**src/include/timer16_pkg.sv**
```systemverilog
// shared register map, field layout and reset values of the 16-bit timer
package timer16_pkg;
  // register byte addresses on the axi4-lite slave
  localparam logic [7:0] ctrl_offset = 8'h00;
  localparam logic [7:0] count_low_offset = 8'h04;
  localparam logic [7:0] count_high_offset = 8'h08;
  localparam logic [7:0] status_offset = 8'h0c;
  localparam logic [7:0] crystal_pins_offset = 8'h10;
  // control register field positions
  localparam int timer_on_bit = 0;
  localparam int clock_source_select_bit = 1;
  localparam int external_sync_disable_bit = 2;
  localparam int low_power_osc_enable_bit = 3;
  localparam int prescale_select_lsb = 4;
  // status register field positions
  localparam int rollover_flag_bit = 0;
  localparam int armed_bit = 1;
  localparam int osc_usable_bit = 2;
  // crystal pin readback field positions
  localparam int pin_a_dir_bit = 0;
  localparam int pin_b_dir_bit = 1;
  localparam int pin_a_data_bit = 2;
  localparam int pin_b_data_bit = 3;
  // reset values and the counter top value
  localparam logic [7:0] ctrl_reset = 8'h00;
  localparam logic [15:0] count_reset = 16'h0000;
  localparam logic [15:0] count_max = 16'hffff;
  // instruction clock is the core clock divided by four
  localparam logic [1:0] instr_phase_last = 2'h3;
  // axi response codes
  localparam logic [1:0] resp_okay = 2'h0;
  localparam logic [1:0] resp_slverr = 2'h2;
endpackage : timer16_pkg

```
**src/rtl/clock_edge_detect.sv**
```systemverilog
// edge detector for the external count clock, synchronised or direct
module clock_edge_detect (
  input wire logic core_clk,
  input wire logic rst_n,
  input wire logic level,
  input wire logic sync_bypass,
  output logic rise,
  output logic fall
);
  typedef struct packed {
    logic direct;  // single sample for direct counting
    logic sync_a;  // synchroniser first stage
    logic sync_b;  // synchroniser second stage
    logic prev;    // last selected level
  } edge_state_t;

  edge_state_t s;
  edge_state_t next_s;
  logic cur;

  // the first stage feeds only the second; direct path has its own flop
  always_comb begin
    next_s = s;
    next_s.direct = level;
    next_s.sync_a = level;
    next_s.sync_b = s.sync_a;
    cur = sync_bypass ? s.direct : s.sync_b;
    next_s.prev = cur;
    rise = cur & ~s.prev;
    fall = ~cur & s.prev;
  end

  // state register
  always_ff @(posedge core_clk) begin
    if (!rst_n) begin
      s <= '0;
    end else begin
      s <= next_s;
    end
  end
endmodule : clock_edge_detect

```
**src/rtl/count_prescaler.sv**
```systemverilog
// 1/2/4/8 prescaler with a synchronous clear, invisible to software
module count_prescaler (
  input wire logic core_clk,
  input wire logic rst_n,
  input wire logic tick,
  input wire logic clear,
  input wire logic [1:0] prescale_select,
  output logic pulse
);
  typedef struct packed {
    logic [2:0] cnt;  // hidden prescale count
    logic pulse;      // one tick out per n ticks in
  } pre_state_t;

  pre_state_t s;
  pre_state_t next_s;
  logic [2:0] limit;

  // 00 -> 1:1, 01 -> 1:2, 10 -> 1:4, 11 -> 1:8
  always_comb begin
    next_s = s;
    limit = 3'((4'h1 << prescale_select) - 4'h1);
    next_s.pulse = 1'b0;
    if (clear) begin
      next_s.cnt = 3'h0;
    end else if (tick) begin
      if (s.cnt == limit) begin
        next_s.cnt = 3'h0;
        next_s.pulse = 1'b1;
      end else begin
        next_s.cnt = s.cnt + 3'h1;
      end
    end
    pulse = s.pulse;
  end

  // state register
  always_ff @(posedge core_clk) begin
    if (!rst_n) begin
      s <= '0;
    end else begin
      s <= next_s;
    end
  end
endmodule : count_prescaler

```
**src/rtl/gated_timer16.sv**
```systemverilog
// 16-bit timer/counter with prescaler, crystal option and axi4-lite registers
//
// Added by the designer: register access over AXI4-Lite and the register addresses.
module gated_timer16
  import timer16_pkg::*;
(
  input wire logic core_clk,
  input wire logic rst_n,
  // axi4-lite slave
  input wire logic [7:0] s_axi_awaddr,
  input wire logic s_axi_awvalid,
  output logic s_axi_awready,
  input wire logic [31:0] s_axi_wdata,
  input wire logic [3:0] s_axi_wstrb,
  input wire logic s_axi_wvalid,
  output logic s_axi_wready,
  output logic [1:0] s_axi_bresp,
  output logic s_axi_bvalid,
  input wire logic s_axi_bready,
  input wire logic [7:0] s_axi_araddr,
  input wire logic s_axi_arvalid,
  output logic s_axi_arready,
  output logic [31:0] s_axi_rdata,
  output logic [1:0] s_axi_rresp,
  output logic s_axi_rvalid,
  input wire logic s_axi_rready,
  // clock inputs and system state
  input wire logic external_clock_pin,
  input wire logic low_power_crystal_osc,
  input wire logic osc_mode_lp_or_intosc,
  input wire logic sleep_mode,
  // port pin state from the general-purpose port
  input wire logic port_pin_a_direction,
  input wire logic port_pin_b_direction,
  input wire logic port_pin_a_data,
  input wire logic port_pin_b_data,
  // outputs
  output logic crystal_pin_a_direction,
  output logic crystal_pin_b_direction,
  output logic lp_osc_run,
  output logic rollover_flag,
  output logic wake_request,
  output logic [15:0] count_value
);

  typedef struct packed {
    // control fields
    logic timer_on;
    logic clock_source_select;
    logic external_sync_disable;
    logic low_power_osc_enable;
    logic [1:0] prescale_select;
    // counter and its flags
    logic [15:0] count;
    logic rollover_flag;
    logic armed;
    // instruction clock divider
    logic [1:0] instr_phase;
    logic instr_tick;
    // axi write side
    logic aw_held;
    logic [7:0] aw_addr;
    logic w_held;
    logic [31:0] w_data;
    logic [3:0] w_strb;
    logic awready;
    logic wready;
    logic bvalid;
    logic [1:0] bresp;
    // axi read side
    logic arready;
    logic rvalid;
    logic [31:0] rdata;
    logic [1:0] rresp;
    // pin, oscillator and wake outputs
    logic pin_a_dir;
    logic pin_b_dir;
    logic lp_osc_run;
    logic wake_request;
  } main_state_t;

  main_state_t s;
  main_state_t next_s;

  logic osc_running;     // oscillator enabled and allowed in this mode
  logic ext_level;       // selected external clock level
  logic ext_rise;        // rising edge of the external clock
  logic ext_fall;        // falling edge of the external clock
  logic direct_mode;     // external source with synchroniser bypassed
  logic count_tick;      // tick entering the prescaler
  logic pre_pulse;       // tick leaving the prescaler
  logic count_write;     // software writes a counter byte
  logic aw_go;           // write address handshake this cycle
  logic w_go;            // write data handshake this cycle
  logic ar_go;           // read address handshake this cycle
  logic [7:0] wr_addr;   // address of the write being performed
  logic [31:0] wr_data;  // data of the write being performed
  logic [3:0] wr_strb;   // strobes of the write being performed
  logic do_write;        // both halves present, response slot free
  logic [31:0] rd_word;  // read mux result

  // oscillator only usable in the lp or internal-oscillator modes
  assign osc_running = s.low_power_osc_enable & osc_mode_lp_or_intosc;

  // pin or crystal oscillator as the external source
  assign ext_level = osc_running ? low_power_crystal_osc : external_clock_pin;

  // internal source makes the sync-disable bit irrelevant
  assign direct_mode = s.clock_source_select & s.external_sync_disable;

  // external edge finder; direct sample or two-stage synchroniser
  clock_edge_detect u_edge (
    .core_clk(core_clk),
    .rst_n(rst_n),
    .level(ext_level),
    .sync_bypass(direct_mode),
    .rise(ext_rise),
    .fall(ext_fall)
  );

  // hidden prescaler shared by both sources
  count_prescaler u_prescale (
    .core_clk(core_clk),
    .rst_n(rst_n),
    .tick(count_tick),
    .clear(count_write),
    .prescale_select(s.prescale_select),
    .pulse(pre_pulse)
  );

  // select the counting tick; sleep stops all but direct counting
  always_comb begin
    count_tick = 1'b0;
    if (s.timer_on) begin
      if (!s.clock_source_select) begin
        // instruction cycles, stopped with the core in sleep
        count_tick = s.instr_tick & ~sleep_mode;
      end else begin
        // rising edges only once a falling edge was seen
        count_tick = ext_rise & s.armed & (direct_mode | ~sleep_mode);
      end
    end
  end

  // axi handshakes and the write that results from them
  assign aw_go = s_axi_awvalid & s.awready;
  assign w_go = s_axi_wvalid & s.wready;
  assign ar_go = s_axi_arvalid & s.arready;
  assign wr_addr = s.aw_held ? s.aw_addr : s_axi_awaddr;
  assign wr_data = s.w_held ? s.w_data : s_axi_wdata;
  assign wr_strb = s.w_held ? s.w_strb : s_axi_wstrb;
  assign do_write = (s.aw_held | aw_go) & (s.w_held | w_go) & ~s.bvalid;
  // only the low byte lane carries register data
  assign count_write = do_write & wr_strb[0] &
                       ((wr_addr == count_low_offset) | (wr_addr == count_high_offset));

  // read mux; reserved bits read as zero
  always_comb begin
    rd_word = 32'h0000_0000;
    case (s_axi_araddr)
      ctrl_offset: begin
        rd_word[timer_on_bit] = s.timer_on;
        rd_word[clock_source_select_bit] = s.clock_source_select;
        rd_word[external_sync_disable_bit] = s.external_sync_disable;
        rd_word[low_power_osc_enable_bit] = s.low_power_osc_enable;
        rd_word[prescale_select_lsb +: 2] = s.prescale_select;
      end
      count_low_offset: begin
        rd_word[7:0] = s.count[7:0];
      end
      count_high_offset: begin
        rd_word[7:0] = s.count[15:8];
      end
      status_offset: begin
        rd_word[rollover_flag_bit] = s.rollover_flag;
        rd_word[armed_bit] = s.armed;
        rd_word[osc_usable_bit] = osc_running;
      end
      crystal_pins_offset: begin
        // crystal pins read as inputs with data low while oscillating
        rd_word[pin_a_dir_bit] = osc_running | port_pin_a_direction;
        rd_word[pin_b_dir_bit] = osc_running | port_pin_b_direction;
        rd_word[pin_a_data_bit] = ~osc_running & port_pin_a_data;
        rd_word[pin_b_data_bit] = ~osc_running & port_pin_b_data;
      end
      default: begin
        rd_word = 32'h0000_0000;
      end
    endcase
  end

  // next-state logic for the whole block
  always_comb begin
    next_s = s;

    // instruction clock enable: one pulse every four core cycles
    next_s.instr_phase = s.instr_phase + 2'h1;
    next_s.instr_tick = (s.instr_phase == instr_phase_last);

    // arming for counter mode: off or any counter byte write disarms
    if (!s.timer_on || count_write) begin
      next_s.armed = 1'b0;
    end else if (ext_fall) begin
      next_s.armed = 1'b1;
    end

    // counting; the prescaled tick advances only while on
    if (pre_pulse && s.timer_on) begin
      next_s.count = s.count + 16'h0001;
      if (s.count == count_max) begin
        next_s.rollover_flag = 1'b1;
      end
    end

    // capture write halves that arrive alone
    if (aw_go) begin
      next_s.aw_held = 1'b1;
      next_s.aw_addr = s_axi_awaddr;
    end
    if (w_go) begin
      next_s.w_held = 1'b1;
      next_s.w_data = s_axi_wdata;
      next_s.w_strb = s_axi_wstrb;
    end

    // perform the write; a counter write beats a same-cycle increment
    if (do_write) begin
      next_s.aw_held = 1'b0;
      next_s.w_held = 1'b0;
      next_s.bvalid = 1'b1;
      next_s.bresp = resp_okay;
      case (wr_addr)
        ctrl_offset: begin
          if (wr_strb[0]) begin
            next_s.timer_on = wr_data[timer_on_bit];
            next_s.clock_source_select = wr_data[clock_source_select_bit];
            next_s.external_sync_disable = wr_data[external_sync_disable_bit];
            next_s.low_power_osc_enable = wr_data[low_power_osc_enable_bit];
            next_s.prescale_select = wr_data[prescale_select_lsb +: 2];
          end
        end
        count_low_offset: begin
          if (wr_strb[0]) begin
            next_s.count = {s.count[15:8], wr_data[7:0]};
          end
        end
        count_high_offset: begin
          if (wr_strb[0]) begin
            next_s.count = {wr_data[7:0], s.count[7:0]};
          end
        end
        status_offset: begin
          // write one clears; a rollover in the same cycle still sets
          if (wr_strb[0] && wr_data[rollover_flag_bit] &&
              !(pre_pulse && s.timer_on && s.count == count_max)) begin
            next_s.rollover_flag = 1'b0;
          end
        end
        crystal_pins_offset: begin
          // readback only; writes are accepted and dropped
          next_s.bresp = resp_okay;
        end
        default: begin
          next_s.bresp = resp_slverr;
        end
      endcase
    end

    // write response retires on bready
    if (s.bvalid && s_axi_bready) begin
      next_s.bvalid = 1'b0;
    end

    // write channels accept while their half is free and no response waits
    next_s.awready = ~next_s.aw_held & ~next_s.bvalid;
    next_s.wready = ~next_s.w_held & ~next_s.bvalid;

    // read: one outstanding, data registered at the address handshake
    if (ar_go) begin
      next_s.rvalid = 1'b1;
      next_s.rdata = rd_word;
      next_s.rresp = (s_axi_araddr == ctrl_offset || s_axi_araddr == count_low_offset ||
                      s_axi_araddr == count_high_offset || s_axi_araddr == status_offset ||
                      s_axi_araddr == crystal_pins_offset) ? resp_okay : resp_slverr;
    end else if (s.rvalid && s_axi_rready) begin
      next_s.rvalid = 1'b0;
    end
    next_s.arready = ~next_s.rvalid;

    // pins forced to inputs while the crystal runs
    next_s.pin_a_dir = osc_running | port_pin_a_direction;
    next_s.pin_b_dir = osc_running | port_pin_b_direction;
    next_s.lp_osc_run = osc_running;

    // wake whenever the rollover flag is set while in sleep
    next_s.wake_request = next_s.rollover_flag & sleep_mode;
  end

  // state register; control state all zero after reset
  always_ff @(posedge core_clk) begin
    if (!rst_n) begin
      s <= '0;
      s.timer_on <= ctrl_reset[timer_on_bit];
      s.count <= count_reset;
      s.pin_a_dir <= 1'b1;
      s.pin_b_dir <= 1'b1;
    end else begin
      s <= next_s;
    end
  end

  // outputs straight from flops
  assign s_axi_awready = s.awready;
  assign s_axi_wready = s.wready;
  assign s_axi_bvalid = s.bvalid;
  assign s_axi_bresp = s.bresp;
  assign s_axi_arready = s.arready;
  assign s_axi_rvalid = s.rvalid;
  assign s_axi_rdata = s.rdata;
  assign s_axi_rresp = s.rresp;
  assign crystal_pin_a_direction = s.pin_a_dir;
  assign crystal_pin_b_direction = s.pin_b_dir;
  assign lp_osc_run = s.lp_osc_run;
  assign rollover_flag = s.rollover_flag;
  assign wake_request = s.wake_request;
  assign count_value = s.count;

endmodule : gated_timer16

```
**config.mk**
```make
export PLATFORM = sky130hd
export DESIGN_NAME = gated_timer16
export DESIGN_NICKNAME = d
export VERILOG_FILES = /design/src/include/timer16_pkg.sv /design/src/rtl/clock_edge_detect.sv /design/src/rtl/count_prescaler.sv /design/src/rtl/gated_timer16.sv
export SDC_FILE = /design/constraint.sdc
export NUM_CORES = 1
export LEC_CHECK = 0
export ABC_AREA = 1
export BUFFER_PORTS_ARGS = -buffer_cell sky130_fd_sc_hd__buf_2
export CAP_MARGIN = 30
export CORE_UTILIZATION = 45
export CTS_CLUSTER_SIZE = 40
export DETAILED_ROUTE_END_ITERATION = 8
export PLACE_DENSITY_LB_ADDON = 0.1
export SETUP_SLACK_MARGIN = 0.2
export SYNTH_ARGS = -nofsm -noshare
export SYNTH_HDL_FRONTEND = slang
export SYNTH_SLANG_ARGS = --single-unit
```
**constraint.sdc**
```tcl
create_clock -name core_clk -period 2.1 [get_ports core_clk]
set_clock_uncertainty 0.15 [all_clocks]
set_input_delay 0.105 -clock core_clk [delete_from_list [all_inputs] [get_ports core_clk]]
set_output_delay 0.105 -clock core_clk [all_outputs]
set_load 0.01 [all_outputs]
```
# Word level (Yosys, flattened, before mapping)
# Index checks and enable logic that the tools add are counted.
# classes
add_sub_neg	4
n_mul	0
n_div	0
n_lt_le_gt_ge	0
eq_ne	13
shifts	1
n_mux	31
n_bitwise	36
reduce_logical	20
# op_table
cell	n
$mux W37	1
$mux W17	2
$eq A8 B4 Y1 const B	4
$mux W16	2
$pmux W16 S2	1
$and A1 B1 Y1	19
$add A16 B1 Y16 const B	1
$eq A16 B16 Y1 const B	1
$eq A8 B3 Y1 const B	2
$eq A8 B5 Y1 const B	2
$logic_not A8 Y1	2
$mux W8	2
$pmux W3 S5	1
$mux W1	14
$not A1 Y1	11
$mux W9	1
$logic_and A1 B1 Y1	6
$mux W3	2
$ne A3 B3 Y1 const B	2
$or A1 B1 Y1	6
$pmux W2 S3	1
$logic_or A1 B1 Y1	5
$reduce_or A5 Y1	1
$mux W2	2
other kinds (12)	14
# word_totals
reg_bits	101
latch_bits	0
ram_bits	0
romBits	0
inputBits	67
output_inout_bits	62
n_memories	0

# Depth between registers and ports, before layout
# Gate-level depths: netlist of the first run.
# depth
depth_word	9
ltp_mapped	14
mapped_depth_nobuf	12

# Hierarchy
# From an unflattened synthesis of the first run, not the netlist that was laid out.
# unflattened
hier_cells	712
area_unflattened_um2	4535.6
# by_module_without_submodules
mod	n_inst	cells_per_inst	area_per_inst_um2	seq_area_each_um2
gated_timer16	1	661	4185.3	1301.2
count_prescaler	1	30	222.7	80.1
clock_edge_detect	1	21	127.6	60.1

# Worst setup path before layout of the first run
# No wires, ideal clock.
# synth_path
path_kind	flip-flop to flip-flop
start	reg s[90] in the netlist's numbering
end	reg s (netlist bit count_value[4])
setup_ns	0.117
arrival_ns	1.412
required_time_ns	1.833
slack_ns	0.421
stages_incl_launch_ff	15
n_path_buf	2
cell_sequence	dfxtp_1 inv_2 buf_6 nand2_1 nand2_2 nand2_4 nor2_8 nand2_4 nand2_4 nand2_2 buf_6 nand2_2 nand2_1 nor2_1 nor2_1
# synth_between
elab_chain_cells	4
word_cells_on_any_way	9
cone_classes	eq/ne: 3; mux: 3; bitwise: 3
# synth_rtl
element	line	text
from (decl)	gated_timer16.sv:82	main_state_t s;
from (signal assigned)	gated_timer16.sv:308	s <= next_s;
$mux W8 or $or A1 B1 Y1 (tied branches)	gated_timer16.sv:149, gated_timer16.sv:152	
$eq A8 B4 Y1 (tied with other cells)	gated_timer16.sv:232	case (wr_addr)
$pmux W16 S2 or $and A1 B1 Y1 (tied branches)	gated_timer16.sv:232, gated_timer16.sv:152	
$mux W17 or $ne A3 B3 Y1 (tied branches)	-	
# Several ways; a longest one is shown, not always the timed one.
# A chain may end at the register's enable or synchronous reset.

# Worst setup path after layout of the first run
# layout_path
start	in s_axi_awaddr[6]
end	reg s (netlist bit count_value[7])
# layout_between
elab_chain_cells	4
word_cells_on_any_way	6
cone_classes	eq/ne: 3; mux: 3
# layout_rtl
element	line	text
from (decl)	gated_timer16.sv:10	input wire logic [7:0] s_axi_awaddr,
$mux W8 (*)	gated_timer16.sv:149	assign wr_addr = s.aw_held ? s.aw_addr : s_axi_awaddr;
$eq A8 B4 Y1 or $eq A8 B3 Y1 (tied branches)	gated_timer16.sv:232	
$pmux W16 S2	gated_timer16.sv:232	
$mux W17	gated_timer16.sv:227	if (do_write) begin
# Every way passes the cells marked *; elsewhere a longest branch is shown, timed or not.

==> results.toml, run 1 <==
[outcome]
status = "completed"

[synthesis]
ys_types = 39
ys_seq_area_frac = 0.3149
ys.warnings.count = 0
async_flop_share = 0
yosys-top-cells-count = "nand2_1 (177), nor2_1 (93), inv_1 (88)"
synth.avg_cell_area_um2 = 6.401
syn_area_um2 = 4577
synth_edf_count = 0
synth_flop_cell = "dfxtp_1"
synth.area.top_cells = "dfxtp_1 (31%), nand2_1 (15%), buf_4 (8.5%)"
synth_top_area_share = 0.3149
syn_inst = 715
yosysTopAreaCell = "dfxtp_1"
synth-seq-cells = 72
yosys.cell_count.top_type = "nand2_1"

[global_routing]
grt_antenna_before_repair = 0
grt_pass1_wl_mm = 20.47
grt_overflow = 0
grt_pass1_vias = 4240
grtUsageTotal = 0.2530
grt_max_degree = 34

[sta]
fin_tns_setup_ns = 0
worstMarginPinSlew_ns = 0.5842
hold_violations = 0
finalCritPeriodShare = 0.8534
rsz0062_at_grt = "yes"
maxSlewViolCount = 0
fin_ws_ns = 0.3079
holdWs_ns = 0.02008
finalCriticalPeriod_ns = 1.792
max_clock_freq_mhz = 558.0
setup_violations = 0
slew_headroom = 0.6081

[worst_setup_path]
endpoint_kind = "register"
startpoint_type = "input port"
slowest_stage = "dlygate4sd3_1"
crit_path_frequent_cell = "nand2_1"
ff2ff_path_depth = 12
criticalPathCategory = "input port to register"
worstPathRequired_ns = 2.20
crit_buf_inv = 3
path_cells = "dlygate4sd3_1 -> buf_2 -> nor2_2 -> nand2_1 -> nand2_2 -> inv_4 -> nor2_8 -> nand2_4 -> nand2_8 -> nand2_8 -> nand2_1 -> nand2_1 -> nor2_1 -> nor2_1"
crit_family = "simple AND/OR/NAND/NOR gates"
path_max_fanout = 11
slowest_delay_ns = 0.53
worstPathArrival_ns = 1.89
path_depth = 14

[power]
total_power_mw = 3.222
powerDensity_nw_per_um2 = 580.8
ir_drop_mv = 0.4251
leakage_nw = 2.804

[clocking]
clkTransAtPathRegs_ns = 0.08
numCtsBuffers = 9
clk_latency_ns = 0.35
cts-root-buf = "clkbuf_8"
tritoncts = "yes"
clock-sinks = 72
htree_levels = 3
clock_path_buffers = 2

[drt]
via_per_inst = 4.918
drt_first_pass_iters = 7
drt_wl_total_mm = 12.79
wl_per_cell_um = 13.45
vias = 4677
first_iter_violations = 232
ant_nets = 0
drcViolationCount = 0

[floorplan]
fp.dieW_um = 102.9
dieArea_um2 = 10580
initial_core_util = 0.4661
std_cell_rows = 36
dieHeight_um = 102.9
io_pins = 129
core-area_um2 = 9819

[layout]
n_antenna_cell = 0
stdcell_count = 951
fin_util = 0.5650
stdcell_area_um2 = 5548
finalNetCount = 883
area_growth_syn_to_layout_pct = 21.21
drive_gt1_frac = 0.2103

[hold_path]
holdPathStages = 4
min_path_type = "input port to register"

[placement]
io_buffers = 75
placed_area_um2 = 4890
place_congestion = 0.9594
place_ws_ns = 0.1475
dp_hpwl_mm = 9.327
post-place-cells = 901

[job]
drv_cap = 0
## worst paths after layout
path,from,end,slack [ns]
worst min-delay path,port_pin_a_data,s_axi_rdata[2]$_SDFFE_PN0P_,0.02
worst min register to register,s[92]$_SDFF_PN0_,s[92]$_SDFF_PN0_,0.28
worst max-delay path,s_axi_awaddr[6],count_value[7]$_SDFFE_PN0P_,0.31
worst max register to register,s[90]$_SDFF_PN0_,count_value[7]$_SDFFE_PN0P_,0.31
## report_power, final
part / internal (mW) / switching (mW)
Combinational: 0.226 / 0.374
Clock: 0.562 / 0.596
Sequential: 1.43 / 0.0341
## layout by cell type (no fill, tap or decap), drive strengths merged
cell type and instances:
o21bai 3, o221ai 2, conb 26, a211oi 7, o211a 1, xor2 4
nand3 42, mux2i 3, o22ai 1, inv 95, nand2 195, nor3 9
clkbuf 9, buf 99, clkinv 5, o21ai 58, xnor2 2, nor2 99
nand4 9, o21a 1, or2 2, a21oi 30, ha 3, bufinv 1
dfxtp 72, dlygate4sd3 31, o211ai 4, clkinvlp 1, a31oi 2, nand3b 2
## logic make-up (layout without fill, tap and decap cells)
logic type      count (synthesis)  count (layout)  share of synthesized area
simple gates                  357             358                     0.3425
buf+inv                       164             241                     0.1845
compound gates                109             109                     0.1309
flops                          72              72                     0.3149
xor+xnor                        6               6                    0.01148
fa+ha+maj                       3               3                   0.008202
mux                             3               3                   0.006561
other cells                     1              26                  0.0008193
## flip-flops by register name, indices dropped and copies added (netlist names), 3 cells and up
| register | flops |
|---|---|
| s_axi_rdata | 8 |
| u_prescale.s | 3 |
| u_edge.s | 3 |
| count_value | 16 |
| s | 29 |
## worst register-to-register path, stage by stage, from the launching register on
cell and delay, ns:
dfxtp_4 0.38, buf_6 0.13, nand2_1 0.06, nand2_2 0.11, inv_4 0.07, nor2_8 0.18
nand2_4 0.12, nand2_8 0.12, nand2_8 0.09, nand2_1 0.08, nand2_1 0.05, nor2_1 0.10
nor2_1 0.05
## area by class of cell
cell class | count | area [um^2]
Fill cell | 1056 | 4272
Multi-Input combinational cell | 505 | 2487
Sequential cell | 72 | 1453
Timing Repair Buffer | 130 | 873.3
Inverter | 95 | 365.4
Tap cell | 133 | 166.4
Clock buffer | 9 | 123.9
Clock inverter | 7 | 78.83
## metal layers
layer	global-route usage	wire (um)	vias to the layer above	part of all wire
li1	-	-	2382	-
met1	0.3313	5931	2111	0.46
met2	0.4256	5844	158	0.46
met3	0.03458	724	26	0.057
met4	0.09101	291	0	0.023
met5	0	0	-	0
## what timing repair did
item                                    4_1_cts  5_1_grt
pin swaps                                     0       11
endpoints found under the setup margin       11       26
resized for setup                             4       37
hold buffers                                 31        0
endpoints found under the hold margin        31        0
gates cloned                                  0        1
setup buffers                                 0        2
Note: power is estimated with default switching activity, not from simulation.
==> run 2: changes to the inputs <==
CELL_PAD_IN_SITES_DETAIL_PLACEMENT = 1   (was unset)
CELL_PAD_IN_SITES_GLOBAL_PLACEMENT = 1   (was unset)
CORE_UTILIZATION = 39   (was 45)
clock period = 2.3 ns   (was 2.1 ns; I/O delays follow)
==> results.toml, run 2 (synthesis gave the netlist of run 1 again) <==
[floorplan]
core-area_um2 = 11420
io_pins = 129
dieHeight_um = 110.3
dieArea_um2 = 12170
std_cell_rows = 39
initial_core_util = 0.4008
fp.dieW_um = 110.3

[worst_setup_path]
worstPathRequired_ns = 2.38
path_max_fanout = 14
startpoint_type = "register"
endpoint_kind = "register"
slowest_stage = "dfxtp_2"
worstPathArrival_ns = 2.04
criticalPathCategory = "register to register"
crit_path_frequent_cell = "inv_2"
path_cells = "inv_2 -> nand2_1 -> nand2_2 -> inv_2 -> nor2_4 -> buf_4 -> nand2_4 -> nand3_1 -> o21bai_1 -> nor2_1"
slowest_delay_ns = 0.40

[sta]
max_clock_freq_mhz = 508.2
finalCriticalPeriod_ns = 1.968
rsz0062_at_grt = "yes"
setup_violations = 0
maxSlewViolCount = 0
worstMarginPinSlew_ns = 0.5659
fin_tns_setup_ns = 0
slew_headroom = 0.6204
finalCritPeriodShare = 0.8556
hold_violations = 0

[drt]
wl_per_cell_um = 14.83
vias = 4657
drt_first_pass_iters = 4
via_per_inst = 4.949
drt_wl_total_mm = 13.95
drcViolationCount = 0
first_iter_violations = 180
ant_nets = 0

[power]
ir_drop_mv = 0.2922
leakage_nw = 2.752
powerDensity_nw_per_um2 = 590.2
p_sw_mw = 0.9193
pwr-share-clk = 0.415
swShare = 0.2902
power.internal_mw = 2.248
pwr-share-seq = 0.424
total_power_mw = 3.168
share_comb_of_total_power = 0.162

[job]
drv_cap = 0

[global_routing]
grt_max_degree = 51
grt_overflow = 0
grt_pass1_wl_mm = 22.31
grtUsageTotal = 0.2431
grt_pass1_vias = 4680
grt_antenna_before_repair = 0

[layout]
layout_commonest_cell = "nand2_1"
largest_reg_flops = 29
final_cell_mix = "nand2_1 (176), nor2_1 (93), inv_1 (88)"
drive_gt1_frac = 0.1729
n_antenna_cell = 0
area_growth_syn_to_layout_pct = 17.28
finalNetCount = 863
max_flop_register = "s"

[placement]
dp_hpwl_mm = 10.37
place_congestion = 0.8739
io_buffers = 75

[clocking]
clock_path_buffers = 2
numCtsBuffers = 9
clock-sinks = 72
tritoncts = "yes"
cts-root-buf = "clkbuf_16"
clkTransAtPathRegs_ns = 0.06
htree_levels = 3
clk_latency_ns = 0.34

[hold_path]
min_path_type = "input port to register"

[outcome]
status = "completed"
run 2: cell count changes in the layout (fill, tap and decap cells not counted), sizes merged, moves of 2 or more:
cell,change
clkbuf,+4
buf,-13
inv,-2
dlygate4sd3,-6
run 2: what timing repair did:
| action | 4_1_cts | 5_1_grt |
|---|---|---|
| buffers inserted | 0 | 2 |
| gates resized for setup | 2 | 9 |
| pin swaps | 0 | 1 |
| endpoints found under the hold margin | 25 | 0 |
| hold buffers | 25 | 0 |
| setup endpoints to repair | 2 | 20 |
run 2: area by class of cell:
cell class	count	area (um^2)
Inverter	95	356.6
Timing Repair Buffer	111	708.2
Clock inverter	3	17.52
Fill cell	1561	6051
Sequential cell	72	1446
Clock buffer	13	250.2
Multi-Input combinational cell	504	2410
Tap cell	143	178.9
run 2: power groups by stage:
stage	registers, mW	clock network (mW)	logic, mW
6_report	1.34	1.31	0.513
5_1_grt	1.35	1.41	0.577
4_1_cts	1.34	1.35	0.505
3_5_place_dp	1.37	0	0.471
3_3_place_gp	1.36	0	0.451
2_1_floorplan	1.36	0	0.365
run 2: critical path, delay by kind of cell (launching register included):
kind | cells | cell delay (ns)
buf+inv | 3 | 0.44
flops | 1 | 0.40
simple gates | 6 | 0.61
compound gates | 1 | 0.25
run 2: layer usage:
layer / vias up / GRT usage / share of wire
li1: 2336 / - / -
met1: 2196 / 0.2884 / 0.45
met2: 107 / 0.4343 / 0.49
met3: 18 / 0.03351 / 0.040
met4: 0 / 0.1062 / 0.020
met5: - / 0 / 0
run 2: final timing paths:
| check | start | to | slack (ns) | depth (start not counted) |
|---|---|---|---|---|
| setup / recovery | s[81]$_SDFF_PN0_ | count_value[13]$_SDFFE_PN0P_ | 0.33 | 10 |
| hold / removal | s_axi_wvalid | s_axi_wready$_SDFF_PN0_ | 0.01 | 4 |
| setup reg to reg | s[81]$_SDFF_PN0_ | count_value[13]$_SDFFE_PN0P_ | 0.33 | 10 |
| hold reg to reg | s[92]$_SDFF_PN0_ | s[92]$_SDFF_PN0_ | 0.27 | 1 |
run 2: metrics by stage:
step	std cells	hold WS [ns]	setup WS (ns)	instance area, um^2	utilization
2_1_floorplan	740	0.06498	0.6207	4671	-
3_3_place_gp	898	0.1692	0.2519	4805	0.4208
3_5_place_dp	898	0.1784	0.1966	4805	0.4208
4_1_cts	939	0.0009581	0.2306	5324	0.4663
5_1_grt	941	0.04851	0.1752	5368	0.4701
6_report	941	0.009998	0.3321	5368	0.4701
